`config.mk`:
```
export PLATFORM = sky130hd
export DESIGN_NAME = eic_top
export DESIGN_NICKNAME = d
export VERILOG_FILES = /design/src/eic_pkg.sv /design/src/eic_top.sv
export VERILOG_INCLUDE_DIRS = /design/src /design/src/src
export SDC_FILE = /design/constraint.sdc
export NUM_CORES = 1
export LEC_CHECK = 0
export ABC_AREA = 1
export CAP_MARGIN = 30
export CORE_ASPECT_RATIO = 1.5
export CORE_MARGIN = 10
export CORE_UTILIZATION = 55
export CTS_CLUSTER_DIAMETER = 40
export DETAILED_ROUTE_END_ITERATION = 12
export DONT_BUFFER_PORTS = 1
export PLACE_DENSITY = 0.68
export SYNTH_ARGS = -nofsm -noshare
export SYNTH_HDL_FRONTEND = slang
export SYNTH_SLANG_ARGS = --single-unit
```
`constraint.sdc`:
```
create_clock -name clock -period 6.36 [get_ports clock]
set_input_delay 0 -clock clock [delete_from_list [all_inputs] [get_ports clock]]
set_output_delay 0 -clock clock [all_outputs]
set_load 0.03 [all_outputs]
```
`src/eic_defs.svh`:
```
// Register offsets, field positions, reset values and timing counts of the edge interrupt controller
`ifndef EIC_DEFS_SVH
`define EIC_DEFS_SVH
// Byte offsets on the register bus
`define EIC_OFS_ENA1  8'h00
`define EIC_OFS_ENA2  8'h04
`define EIC_OFS_FLG1  8'h08
`define EIC_OFS_FLG2  8'h0C
`define EIC_OFS_WKFLG 8'h10
`define EIC_OFS_WKEDG 8'h14
`define EIC_OFS_WKFN  8'h18
`define EIC_OFS_RPEDG 8'h1C
`define EIC_OFS_RPFN  8'h20
`define EIC_OFS_EVSEL 8'h24
`define EIC_OFS_CPU   8'h28
// Enable bit positions in the first enable register
`define EIC_ENA_P0   0
`define EIC_ENA_P1   1
`define EIC_ENA_EVC  2
`define EIC_ENA_WAKE 3
`define EIC_ENA_DT   4
// Flag positions in the first request flag register
`define EIC_FLG_P0  0
`define EIC_FLG_P1  1
`define EIC_FLG_EVC 2
`define EIC_FLG_DT  3
// Implemented bits and reset values
`define EIC_MSK_ENA1 8'h1F
`define EIC_MSK_FLG1 8'h0F
`define EIC_RST_BYTE 8'h00
`define EIC_RST_MASK 1'b1
`define EIC_COND_I   7
// Entry sequence lengths in states, one state per clock
`define EIC_ST_STACK 4
`define EIC_ST_VECT  2
`define EIC_ST_FETCH 4
`define EIC_ST_PROC  4
`define EIC_N_STACK  3'(`EIC_ST_STACK)
`define EIC_N_VECT   3'(`EIC_ST_VECT)
`define EIC_N_FETCH  3'(`EIC_ST_FETCH)
`define EIC_N_PROC   3'(`EIC_ST_PROC)
// Vector numbering and bus answers
`define EIC_VEC_FIRST 8'h04
`define EIC_RESP_OK   2'h0
`define EIC_RESP_ERR  2'h2
`endif

```
`src/eic_pkg.sv`:
```
// Types shared by the edge interrupt controller
package eic_pkg;
  typedef enum logic [5:0] {
    EIC_IDLE = 6'h01,
    EIC_WAIT = 6'h02,
    EIC_STK  = 6'h04,
    EIC_VEC  = 6'h08,
    EIC_IFT  = 6'h10,
    EIC_INP  = 6'h20
  } eic_state_t;
  typedef struct packed {
    logic        we;
    logic [15:0] addr;
    logic [15:0] data;
  } eic_stk_t;
  typedef struct packed {
    logic       valid;
    logic [7:0] idx;
  } eic_req_t;
endpackage

```
`src/eic_top.sv`:
```
// Edge interrupt controller: pin edges, flags, masking, priority and exception entry
`timescale 1ns/100ps
`include "eic_defs.svh"
module eic_top #(
  parameter int NPER = 8,
  parameter int AW   = 8
) (
  // Clock and reset
  input  wire logic              clock,
  input  wire logic              reset,
  // AXI4-Lite write channels
  input  wire logic [AW-1:0]     awaddr,
  input  wire logic [2:0]        awprot,
  input  wire logic              awvalid,
  output logic                   awready,
  input  wire logic [31:0]       wdata,
  input  wire logic [3:0]        wstrb,
  input  wire logic              wvalid,
  output logic                   wready,
  output logic [1:0]             bresp,
  output logic                   bvalid,
  input  wire logic              bready,
  // AXI4-Lite read channels
  input  wire logic [AW-1:0]     araddr,
  input  wire logic [2:0]        arprot,
  input  wire logic              arvalid,
  output logic                   arready,
  output logic [31:0]            rdata,
  output logic [1:0]             rresp,
  output logic                   rvalid,
  input  wire logic              rready,
  // Interrupt pins, asynchronous
  input  wire logic [7:0]        wakeup_pins_n,
  input  wire logic              request_pin_0_n,
  input  wire logic              request_pin_1_n,
  input  wire logic              event_counter_request_pin,
  // Peripheral and sleep requests, one-cycle pulses
  input  wire logic [NPER-1:0]   periph_req,
  input  wire logic              sleep_dt_req,
  // Processor core
  input  wire logic              core_done,
  input  wire logic              core_rte,
  input  wire logic [7:0]        rte_cond,
  input  wire logic [7:0]        cond_flags,
  input  wire logic [15:0]       core_sp,
  input  wire logic [15:0]       next_pc,
  output eic_pkg::eic_stk_t      stk_wr,
  output logic                   pc_load,
  output logic [15:0]            pc_vec,
  output logic                   i_mask,
  output eic_pkg::eic_req_t      req_out
);

  localparam int NSRC = 5 + NPER;

  // Peripheral flags live in one byte register
  generate
    if (NPER < 1 || NPER > 8 || AW < 8) begin : g_chk
      $error("eic_top: NPER must be 1..8 and AW at least 8");
    end
  endgenerate

  ////////////////////////////////////////////////////////////////////////////
  // Bus slave handshake
  logic            awready_r, wready_r, bvalid_r, arready_r, rvalid_r;
  logic            awf_r, wf_r;
  logic [7:0]      wad_r;
  logic [7:0]      wdt_r;
  logic            wst_r;
  logic [1:0]      bresp_r, rresp_r, rresp_nxt;
  logic [31:0]     rdata_r, rdata_nxt;
  wire             aw_hs  = awvalid & awready_r;
  wire             w_hs   = wvalid & wready_r;
  wire             ar_hs  = arvalid & arready_r;
  wire             wr_go  = awf_r & wf_r & ~bvalid_r;
  wire             awf_nxt = aw_hs | (awf_r & ~wr_go);
  wire             wf_nxt  = w_hs | (wf_r & ~wr_go);
  wire             bv_nxt  = wr_go | (bvalid_r & ~bready);
  wire             rv_nxt  = ar_hs | (rvalid_r & ~rready);

  // Readies drop while a beat is held so the master keeps its payload
  always_ff @(posedge clock or posedge reset) begin
    if (reset) begin
      awready_r <= 1'b0;
      wready_r  <= 1'b0;
      arready_r <= 1'b0;
      bvalid_r  <= 1'b0;
      rvalid_r  <= 1'b0;
      awf_r     <= 1'b0;
      wf_r      <= 1'b0;
    end else begin
      awready_r <= ~awf_nxt & ~bv_nxt;
      wready_r  <= ~wf_nxt & ~bv_nxt;
      arready_r <= ~rv_nxt;
      bvalid_r  <= bv_nxt;
      rvalid_r  <= rv_nxt;
      awf_r     <= awf_nxt;
      wf_r      <= wf_nxt;
    end
  end

  // Held write beat; only byte lane 0 carries register bits
  always_ff @(posedge clock or posedge reset) begin
    if (reset) begin
      wad_r <= 8'h00;
      wdt_r <= 8'h00;
      wst_r <= 1'b0;
    end else begin
      if (aw_hs) wad_r <= awaddr[7:0];
      if (w_hs) wdt_r <= wdata[7:0];
      if (w_hs) wst_r <= wstrb[0];
    end
  end

  ////////////////////////////////////////////////////////////////////////////
  // Write decode
  wire wr_b0   = wr_go & wst_r;
  wire s_ena1  = wr_b0 && wad_r == `EIC_OFS_ENA1;
  wire s_ena2  = wr_b0 && wad_r == `EIC_OFS_ENA2;
  wire s_flg1  = wr_b0 && wad_r == `EIC_OFS_FLG1;
  wire s_flg2  = wr_b0 && wad_r == `EIC_OFS_FLG2;
  wire s_wkflg = wr_b0 && wad_r == `EIC_OFS_WKFLG;
  wire s_wkedg = wr_b0 && wad_r == `EIC_OFS_WKEDG;
  wire s_wkfn  = wr_b0 && wad_r == `EIC_OFS_WKFN;
  wire s_rpedg = wr_b0 && wad_r == `EIC_OFS_RPEDG;
  wire s_rpfn  = wr_b0 && wad_r == `EIC_OFS_RPFN;
  wire s_evsel = wr_b0 && wad_r == `EIC_OFS_EVSEL;
  wire s_cpu   = wr_b0 && wad_r == `EIC_OFS_CPU;
  wire w_map   = wad_r[7:2] <= `EIC_OFS_CPU >> 2 && wad_r[1:0] == 2'h0;

  ////////////////////////////////////////////////////////////////////////////
  // Control registers
  logic [7:0] ena1_r, ena2_r, wkedg_r, wkfn_r;
  logic [1:0] rpedg_r, rpfn_r, evsel_r;

  always_ff @(posedge clock or posedge reset) begin
    if (reset) begin
      ena1_r  <= `EIC_RST_BYTE;
      ena2_r  <= `EIC_RST_BYTE;
      wkedg_r <= `EIC_RST_BYTE;
      wkfn_r  <= `EIC_RST_BYTE;
      rpedg_r <= 2'h0;
      rpfn_r  <= 2'h0;
      evsel_r <= 2'h0;
    end else begin
      if (s_ena1) ena1_r <= wdt_r & `EIC_MSK_ENA1;
      if (s_ena2) ena2_r <= wdt_r;
      if (s_wkedg) wkedg_r <= wdt_r;
      if (s_wkfn) wkfn_r <= wdt_r;
      if (s_rpedg) rpedg_r <= wdt_r[1:0];
      if (s_rpfn) rpfn_r <= wdt_r[1:0];
      if (s_evsel) evsel_r <= wdt_r[1:0];
    end
  end

  ////////////////////////////////////////////////////////////////////////////
  // Pin synchronisers and edge detection
  logic [10:0] s1_r, s2_r, prv_r;
  wire  [10:0] raw = {event_counter_request_pin, request_pin_1_n, request_pin_0_n, wakeup_pins_n};
  // A pin outside interrupt mode reads high, so a function change on a low pin is an edge
  wire  [10:0] eff = {s2_r[10], s2_r[9:8] | ~rpfn_r, s2_r[7:0] | ~wkfn_r};
  wire  [10:0] rise = eff & ~prv_r;
  wire  [10:0] fall = ~eff & prv_r;
  wire  [9:0]  esel = {rpedg_r, wkedg_r};
  logic [9:0]  pset;

  // Low-active pins idle high and the event pin idles low, so release shows no false edge
  always_ff @(posedge clock or posedge reset) begin
    if (reset) begin
      s1_r  <= 11'h3FF;
      s2_r  <= 11'h3FF;
      prv_r <= 11'h3FF;
    end else begin
      s1_r  <= raw;
      s2_r  <= s1_r;
      prv_r <= eff;
    end
  end

  // Each wakeup and request pin picks its edge on its own
  generate
    for (genvar i = 0; i < 10; i++) begin : g_edge
      assign pset[i] = esel[i] ? rise[i] : fall[i];
    end
  endgenerate

  // Event pin: 00 falling, 01 rising, 1x both
  wire ev_edge = evsel_r == 2'h0 ? fall[10] : evsel_r == 2'h1 ? rise[10] : (rise[10] | fall[10]);
  wire ev_set  = ev_edge & ena1_r[`EIC_ENA_EVC];

  ////////////////////////////////////////////////////////////////////////////
  // Request flags: write zero clears, set wins over clear
  logic [7:0] flg1_r, flg2_r, wkflg_r;
  wire  [7:0] flg1_set = 8'({sleep_dt_req, ev_set, pset[9], pset[8]});
  wire  [7:0] flg2_set = 8'(periph_req);
  wire  [7:0] wk_set   = pset[7:0];
  wire  [7:0] flg1_clr = s_flg1 ? ~wdt_r : 8'h00;
  wire  [7:0] flg2_clr = s_flg2 ? ~wdt_r : 8'h00;
  wire  [7:0] wk_clr   = s_wkflg ? ~wdt_r : 8'h00;

  // Acceptance leaves every flag alone; only software clears them
  always_ff @(posedge clock or posedge reset) begin
    if (reset) begin
      flg1_r  <= `EIC_RST_BYTE;
      flg2_r  <= `EIC_RST_BYTE;
      wkflg_r <= `EIC_RST_BYTE;
    end else begin
      flg1_r  <= (flg1_set | (flg1_r & ~flg1_clr)) & `EIC_MSK_FLG1;
      flg2_r  <= flg2_set | (flg2_r & ~flg2_clr);
      wkflg_r <= wk_set | (wkflg_r & ~wk_clr);
    end
  end

  ////////////////////////////////////////////////////////////////////////////
  // Pending requests and priority, lower index wins
  wire [NSRC-1:0] pend = {flg2_r[NPER-1:0] & ena2_r[NPER-1:0],
                          flg1_r[`EIC_FLG_DT] & ena1_r[`EIC_ENA_DT],
                          flg1_r[`EIC_FLG_EVC] & ena1_r[`EIC_ENA_EVC],
                          (|wkflg_r) & ena1_r[`EIC_ENA_WAKE],
                          flg1_r[`EIC_FLG_P1] & ena1_r[`EIC_ENA_P1],
                          flg1_r[`EIC_FLG_P0] & ena1_r[`EIC_ENA_P0]};
  wire            any_p = |pend;

  function automatic logic [7:0] prio(input logic [NSRC-1:0] p);
    logic [7:0] idx;
    idx = 8'h00;
    for (int i = NSRC - 1; i >= 0; i--) begin
      if (p[i]) idx = 8'(i);
    end
    return `EIC_VEC_FIRST + idx;
  endfunction

  wire [7:0] win = prio(pend);

  ////////////////////////////////////////////////////////////////////////////
  // Exception entry sequence
  eic_pkg::eic_state_t st_r, st_nxt;
  logic [2:0]          cnt_r, cnt_nxt;
  logic [7:0]          vidx_r;
  logic                i_mask_r, pc_load_r;
  logic [15:0]         pc_vec_r;
  eic_pkg::eic_stk_t   stk_r, stk_nxt;
  eic_pkg::eic_req_t   req_r;
  wire  [2:0]          cnt_inc = cnt_r + 3'd1;

  // Completion wait is the core's; the fixed phases are counted here
  always_comb begin
    st_nxt  = st_r;
    cnt_nxt = cnt_inc;
    case (st_r)
      eic_pkg::EIC_IDLE: begin
        cnt_nxt = 3'd0;
        if (any_p && !i_mask_r) st_nxt = eic_pkg::EIC_WAIT;
      end
      eic_pkg::EIC_WAIT: begin
        cnt_nxt = 3'd0;
        if (core_done) st_nxt = eic_pkg::EIC_STK;
      end
      eic_pkg::EIC_STK: begin
        if (cnt_r == `EIC_N_STACK - 3'd1) begin
          st_nxt  = eic_pkg::EIC_VEC;
          cnt_nxt = 3'd0;
        end
      end
      eic_pkg::EIC_VEC: begin
        if (cnt_r == `EIC_N_VECT - 3'd1) begin
          st_nxt  = eic_pkg::EIC_IFT;
          cnt_nxt = 3'd0;
        end
      end
      eic_pkg::EIC_IFT: begin
        if (cnt_r == `EIC_N_FETCH - 3'd1) begin
          st_nxt  = eic_pkg::EIC_INP;
          cnt_nxt = 3'd0;
        end
      end
      eic_pkg::EIC_INP: begin
        if (cnt_r == `EIC_N_PROC - 3'd1) begin
          st_nxt  = eic_pkg::EIC_IDLE;
          cnt_nxt = 3'd0;
        end
      end
      default: begin
        st_nxt  = eic_pkg::EIC_IDLE;
        cnt_nxt = 3'd0;
      end
    endcase
  end

  // Return address at SP-2, flags word at SP-4, low address bit forced to zero
  wire [15:0] sp_pc = (core_sp - 16'h0002) & 16'hFFFE;
  wire [15:0] sp_cf = (core_sp - 16'h0004) & 16'hFFFE;
  wire [7:0]  cf_sv = {i_mask_r, cond_flags[6:0]};
  assign stk_nxt.we   = st_nxt == eic_pkg::EIC_STK && !cnt_nxt[0];
  assign stk_nxt.addr = cnt_nxt[1] ? sp_cf : sp_pc;
  assign stk_nxt.data = cnt_nxt[1] ? {cf_sv, 8'h00} : next_pc;
  wire   mask_set = st_r == eic_pkg::EIC_STK && st_nxt == eic_pkg::EIC_VEC;
  wire   go_pc    = st_r == eic_pkg::EIC_INP && st_nxt == eic_pkg::EIC_IDLE;

  // Winner is frozen on entry, so a clear during the wait does not cancel it
  always_ff @(posedge clock or posedge reset) begin
    if (reset) begin
      st_r   <= eic_pkg::EIC_IDLE;
      cnt_r  <= 3'd0;
      vidx_r <= 8'h00;
      stk_r  <= '0;
    end else begin
      st_r  <= st_nxt;
      cnt_r <= cnt_nxt;
      stk_r <= stk_nxt;
      if (st_r == eic_pkg::EIC_IDLE && st_nxt == eic_pkg::EIC_WAIT) vidx_r <= win;
    end
  end

  // Mask bit: entry sets it, return restores it, software may write it
  always_ff @(posedge clock or posedge reset) begin
    if (reset) begin
      i_mask_r  <= `EIC_RST_MASK;
      pc_load_r <= 1'b0;
      pc_vec_r  <= 16'h0000;
      req_r     <= '0;
    end else begin
      if (mask_set) i_mask_r <= 1'b1;
      else if (core_rte) i_mask_r <= rte_cond[`EIC_COND_I];
      else if (s_cpu) i_mask_r <= wdt_r[0];
      pc_load_r <= go_pc;
      if (go_pc) pc_vec_r <= 16'({vidx_r, 1'b0});
      req_r.valid <= any_p & ~i_mask_r;
      req_r.idx   <= win;
    end
  end

  ////////////////////////////////////////////////////////////////////////////
  // Read decode and responses
  wire [7:0] ra = araddr[7:0];

  always_comb begin
    rresp_nxt = `EIC_RESP_OK;
    if (ra == `EIC_OFS_ENA1) rdata_nxt = {24'h0, ena1_r};
    else if (ra == `EIC_OFS_ENA2) rdata_nxt = {24'h0, ena2_r};
    else if (ra == `EIC_OFS_FLG1) rdata_nxt = {24'h0, flg1_r};
    else if (ra == `EIC_OFS_FLG2) rdata_nxt = {24'h0, flg2_r};
    else if (ra == `EIC_OFS_WKFLG) rdata_nxt = {24'h0, wkflg_r};
    else if (ra == `EIC_OFS_WKEDG) rdata_nxt = {24'h0, wkedg_r};
    else if (ra == `EIC_OFS_WKFN) rdata_nxt = {24'h0, wkfn_r};
    else if (ra == `EIC_OFS_RPEDG) rdata_nxt = {30'h0, rpedg_r};
    else if (ra == `EIC_OFS_RPFN) rdata_nxt = {30'h0, rpfn_r};
    else if (ra == `EIC_OFS_EVSEL) rdata_nxt = {30'h0, evsel_r};
    else if (ra == `EIC_OFS_CPU) rdata_nxt = {16'h0, vidx_r, 5'h00, st_r != eic_pkg::EIC_IDLE, any_p, i_mask_r};
    else begin
      rdata_nxt = 32'h00000000;
      rresp_nxt = `EIC_RESP_ERR;
    end
  end

  // Answers are captured at the handshake and held until taken
  always_ff @(posedge clock or posedge reset) begin
    if (reset) begin
      rdata_r <= 32'h00000000;
      rresp_r <= `EIC_RESP_OK;
      bresp_r <= `EIC_RESP_OK;
    end else begin
      if (ar_hs) rdata_r <= rdata_nxt;
      if (ar_hs) rresp_r <= rresp_nxt;
      if (wr_go) bresp_r <= w_map ? `EIC_RESP_OK : `EIC_RESP_ERR;
    end
  end

  // Outputs straight from flops
  assign awready = awready_r;
  assign wready  = wready_r;
  assign bvalid  = bvalid_r;
  assign bresp   = bresp_r;
  assign arready = arready_r;
  assign rvalid  = rvalid_r;
  assign rdata   = rdata_r;
  assign rresp   = rresp_r;
  assign stk_wr  = stk_r;
  assign pc_load = pc_load_r;
  assign pc_vec  = pc_vec_r;
  assign i_mask  = i_mask_r;
  assign req_out = req_r;
endmodule

```
; After elaboration in Yosys (flattened, before gate mapping)
; Index checks and enable logic that the tools add are counted.
[word_totals]
word_cells = 221
inputBits = 135
output_inout_bits = 101
reg_bits = 217
[classes]
n_bitwise = 52
reduce_logical = 27
mux = 66
add_sub_neg = 4
n_eq_ne = 34
magnitude_cmp = 1
[ops]
columns = operator, count
row1 = $mux W16, 13
row2 = $mux W8, 14
row3 = $eq A8 B5 Y1 const B, 8
row4 = $eq A8 B6 Y1 const B, 6
row5 = $mux W6, 6
row6 = $pmux W6 S6, 1
row7 = $eq A8 B4 Y1 const B, 4
row8 = $not A8 Y8, 4
row9 = $and A8 B8 Y8, 3
row10 = $mux W2, 12
row11 = $or A8 B8 Y8, 3
row12 = $and A11 B11 Y11, 2
row13 = $not A11 Y11, 2
row14 = $and A1 B1 Y1, 19
row15 = $logic_and A1 B1 Y1, 17
row16 = $eq A8 B3 Y1 const B, 2
row17 = $logic_not A8 Y1, 2
row18 = $sub A16 B2 Y16 const B, 1
row19 = $sub A16 B3 Y16 const B, 1
row20 = $mux W1, 15
row21 = $reduce_or A13 Y1, 1
row22 = $eq A6 B1 Y1 const B, 2
row23 = $eq A6 B2 Y1 const B, 2
row24 = $eq A6 B3 Y1 const B, 2
row25 = other kinds (25), 42

; Depth between registers and ports, before layout
[logic_depth]
ltp_word = 15
mapped_depth = 14
depth_no_buf = 14

; Worst setup path before layout
; No wires, ideal clock.
[synth_timing]
kind = register to register
from = register bvalid_r, in the netlist bvalid
to = register wkflg_r[0]
t_arrival_ps = 1610
setup_ps = 132
slack_ps = 4618
t_required_ps = 6228
synth_period_minus_slack_ps = 1742
path_stages_with_launch = 7
n_path_buf = 0
cell_sequence = dfrtp_1 -> nor3_4 -> nand2_1 -> nor4_4 -> nand2_1 -> o21ai_1 -> o211ai_1
[synth_between]
elab_chain_len = 8
[synth_rtl]
columns = item, line_no
row1 = from (decl), eic_top.sv:65  ; logic awready_r, wready_r, bvalid_r, arready_r, rvalid_r;
row2 = from (signal assigned), eic_top.sv:95  ; bvalid_r <= bv_nxt;
row3 = $not A1 Y1, eic_top.sv:75  ; wire wr_go = awf_r & wf_r & ~bvalid_r;
row4 = $and A1 B1 Y1, eic_top.sv:75
row5 = $and A1 B1 Y1, eic_top.sv:117  ; wire wr_b0 = wr_go & wst_r;
row6 = $logic_and A1 B1 Y1 (no source line), --
row7 = $mux W8, eic_top.sv:199  ; wire [7:0] wk_clr = s_wkflg ? ~wdt_r : 8'h00;
row8 = $not A8 Y8, eic_top.sv:210  ; wkflg_r <= wk_set | (wkflg_r & ~wk_clr);
row9 = $and A8 B8 Y8, eic_top.sv:210
row10 = $or A8 B8 Y8, eic_top.sv:210
row11 = to (signal assigned), eic_top.sv:206  ; wkflg_r <= `EIC_RST_BYTE;
row12 = to (signal assigned), eic_top.sv:210
row13 = to (decl), eic_top.sv:193  ; logic [7:0] flg1_r, flg2_r, wkflg_r;
; No other way between the ends.
; A chain may end at the register's enable or synchronous reset.

==> results.py <==
metrics = {
    "timing": {
        "fin_crit_ns": 3.375,
        "fin_setup_tns_ns": 0,
        "hold_violations": 0,
        "tightest_slew_ns": 0.9067,
        "fmax_ghz": 0.2963,
        "finalSetupViolCount": 0,
        "finalCritPeriodShare": 0.5307,
        "drv_slew": 0,
        "skew_ns": 0.01314,
        "rsz0062_at_grt": "no",
        "max_slew_margin": 0.3955,
    },
    "detailed_routing": {
        "vias": 6403,
        "wire_per_inst_um": 17.23,
        "drtPass1Iterations": 6,
        "drt_iter0_markers": 460,
        "remaining_drc_errors": 0,
        "ant_nets": 0,
        "wl_mm": 21.51,
        "viasPerCell": 5.131,
    },
    "die": {
        "initial_core_util": 0.5640,
        "fp.dieW_um": 120.1,
        "ioPinCount": 236,
        "std_cell_rows": 54,
        "core_um2": 14660,
        "die_height_um": 170.2,
        "fp.dieArea_um2": 20440,
    },
    "setup_path": {
        "regToRegSetupSlack_ns": 2.98,
        "critPathCaptureType": "flip-flop",
        "worstPathRequired_ns": 6.67,
        "critical_path.max_fanout": 21,
        "worstSetupStartpointType": "flip-flop",
        "worstSetupPathType": "flip-flop to flip-flop",
        "arrival_ns": 3.68,
    },
    "placed_design": {
        "place_congestion": 0.8856,
        "place_area_um2": 8367,
        "dp_hpwl_mm": 15.22,
        "port-buffer-count": 0,
    },
    "cts": {
        "cts_buffers": 17,
        "cts-root-buf": "clkbuf_16",
        "post-cts-setup-buffer-count": 0,
        "clk_latency_ns": 0.43,
        "cts_tree": "yes",
        "clock-sinks": 186,
        "cts_max_path_buffers": 2,
        "cts_max_level": 4,
        "cts.reportedPaths.clkPinSlew_ns": 0.07,
    },
    "final_layout": {
        "area_growth_pct": 20.37,
        "design_area_um2": 9953,
        "num-fill-cells": 1198,
        "drive_above_1_share": 0.09420,
        "nets": 1183,
    },
    "grt": {
        "overflow": 0,
        "grt_pass1_vias": 6760,
        "grt_pass1_wl_mm": 34.69,
        "antenna_found_initial": 1,
        "grt_max_degree": 75,
        "track_usage": 0.2132,
    },
    "outcome": {
        "outcome": "complete, no violations",
    },
    "yosys": {
        "syn_avg_cell_area_um2": 8.920,
        "synthesis.area_um2": 8269,
        "syn_inst": 927,
        "synth_enable_flop_cells": 0,
        "synth_ff_type": "dfrtp_1",
        "yosysWarnings": 0,
        "synthArstFlopShare": 1.000,
        "yosysTopAreaCell": "dfrtp_1",
        "synth.most_common_cell": "nand2_1",
        "synth_cell_types": 43,
        "synthTopCellsByArea": "dfrtp_1 47%, nand2_1 11%, dfstp_2 10%",
        "synth_seq_cells": 186,
        "synth_top_area_frac": 0.4660,
        "yosysSeqAreaShare": 0.5677,
        "synth_common_cells": "233 x nand2_1, 154 x dfrtp_1, 121 x inv_1",
    },
    "pwr": {
        "p_leak_nw": 4.656,
        "ir_drop_uv": 191.5,
        "p_per_area_nw_per_um2": 324.6,
    },
    "min_path": {
        "hold_path.class": "input pin to flip-flop",
    },
    "run": {
        "cap_violations": 0,
    },
}
cells in the final DEF (no fill, tap or decap), types with 3 or more instances in the layout:
| cell type | Yosys | final |
|---|---|---|
| dlygate4sd3_1 | 0 | 102 |
| dfrtp_1 | 154 | 154 |
| dfstp_2 | 32 | 32 |
| xnor2_1 | 3 | 3 |
| nor2_2 | 4 | 4 |
| nor3_1 | 13 | 13 |
| inv_6 | 0 | 5 |
| nand2_1 | 233 | 233 |
| o211ai_1 | 10 | 10 |
| a31oi_1 | 3 | 3 |
| inv_2 | 7 | 7 |
| clkinv_4 | 0 | 3 |
| a21oi_1 | 22 | 22 |
| o21ai_1 | 37 | 37 |
| o21ai_0 | 65 | 65 |
| o21bai_1 | 3 | 3 |
| ha_1 | 10 | 10 |
| nor4_1 | 3 | 3 |
| clkbuf_16 | 0 | 17 |
| o221ai_1 | 3 | 3 |
| nand2_2 | 8 | 8 |
| xor2_1 | 10 | 10 |
| conb_1 | 1 | 36 |
| nand3_2 | 4 | 4 |
| inv_1 | 121 | 120 |
| inv_8 | 0 | 4 |
| nor3_2 | 3 | 3 |
| o22ai_1 | 3 | 3 |
| nand3_1 | 20 | 20 |
| nand4_1 | 10 | 10 |
| nor2_1 | 80 | 80 |
metrics by stage:
stage | util | power (W) | setup WS (ns) | hold slack, ns | cells
6_report | 0.6789 | 0.003231 | 2.985 | 0.04542 | 1248
5_1_grt | 0.6789 | 0.003405 | 2.730 | 0.1019 | 1248
4_1_cts | 0.6787 | 0.003248 | 3.035 | 0.04480 | 1247
3_5_place_dp | 0.5707 | 0.002161 | 4.004 | -0.05994 | 1113
3_3_place_gp | 0.5688 | 0.002141 | 4.075 | 0.004574 | 1112
2_1_floorplan | - | 0.001995 | 1.356 | 0.004478 | 962
logic make-up after synthesis:
kind of cell,Yosys count,share of synthesized area
adders and majority gates,10,0.01513
and+or+nand+nor,385,0.2005
AOI/OAI and AO/OA,157,0.1058
xor gates and xnor gates,13,0.01377
DFF,186,0.5677
other,1,0.0004535
buffers and inverters,175,0.09669
layer usage:
| metal | vias up | GRT usage | share of wire |
|---|---|---|---|
| li1 | 3109 | - | - |
| met5 | - | 0 | 0 |
| met4 | 0 | 0.07211 | 0.021 |
| met3 | 23 | 0.06592 | 0.071 |
| met2 | 196 | 0.3918 | 0.54 |
| met1 | 3075 | 0.2245 | 0.37 |
critical path: stages (launching register included):
cell	delay, ns
dfrtp_1	0.44
nor2_2	0.18
inv_2	0.06
nor2_4	0.10
nand3_1	0.13
nand3_2	0.13
nand3_2	0.07
nand2_2	0.33
inv_2	0.21
nand3_2	0.11
nand2_2	0.11
nor2_2	0.11
nand2_1	0.06
nand2_1	0.06
dlygate4sd3_1	0.55
nand2_1	0.05
dlygate4sd3_1	0.54
path summary, 6_finish.rpt:
kind	end	cells after the start	startpoint
setup / recovery	stk_wr[22]$_DFF_PP0_	16	st_r[2]$_DFF_PP0_
hold / removal	rdata[0]$_DFFE_PP0P_	7	araddr[2]
max in group asynchronous	wdt_r[3]$_DFFE_PP0P_	3	reset
min in group asynchronous	stk_wr[21]$_DFF_PP0_	2	reset
setup reg to reg	stk_wr[22]$_DFF_PP0_	16	st_r[2]$_DFF_PP0_
hold reg to reg	s2_r[10]$_DFF_PP0_	0	s1_r[10]$_DFF_PP0_
cell type report:
class	count	area, um^2	area share
Timing Repair Buffer	104	1056	0.1061
Multi-Input combinational cell	601	2907	0.2920
Inverter	128	485.5	0.04877
Tap cell	196	245.2	0.02464
Clock buffer	18	439.2	0.04412
Antenna cell	1	2.502	0.0002514
Sequential cell	186	4695	0.4717
Clock inverter	14	123.9	0.01245
state kept, by name, summed over array words and instances, names as in the netlist, 6 cells and up:
name and cells:
ena2_r 8, flg2_r 8, wkflg_r 8, wad_r 8, wkfn_r 8, s2_r 11, st_r 6, wkedg_r 8
prv_r 11, wdt_r 8, s1_r 11, req_out 6, rdata 13, stk_wr 32
report_power, final:
part	internal [W]	leakage, nW	switching (W)
sequential	0.00137	2.30	0.000213
clock	0.000528	0.280	0.000483
combinational	0.000222	2.08	0.000413
total	0.00212	4.66	0.00111
what timing repair did:
action	CTS	global route
endpoints found under the hold margin	189	0
hold buffers	102	0
gates resized for setup	0	0
Power figures use the tool's default switching activity.
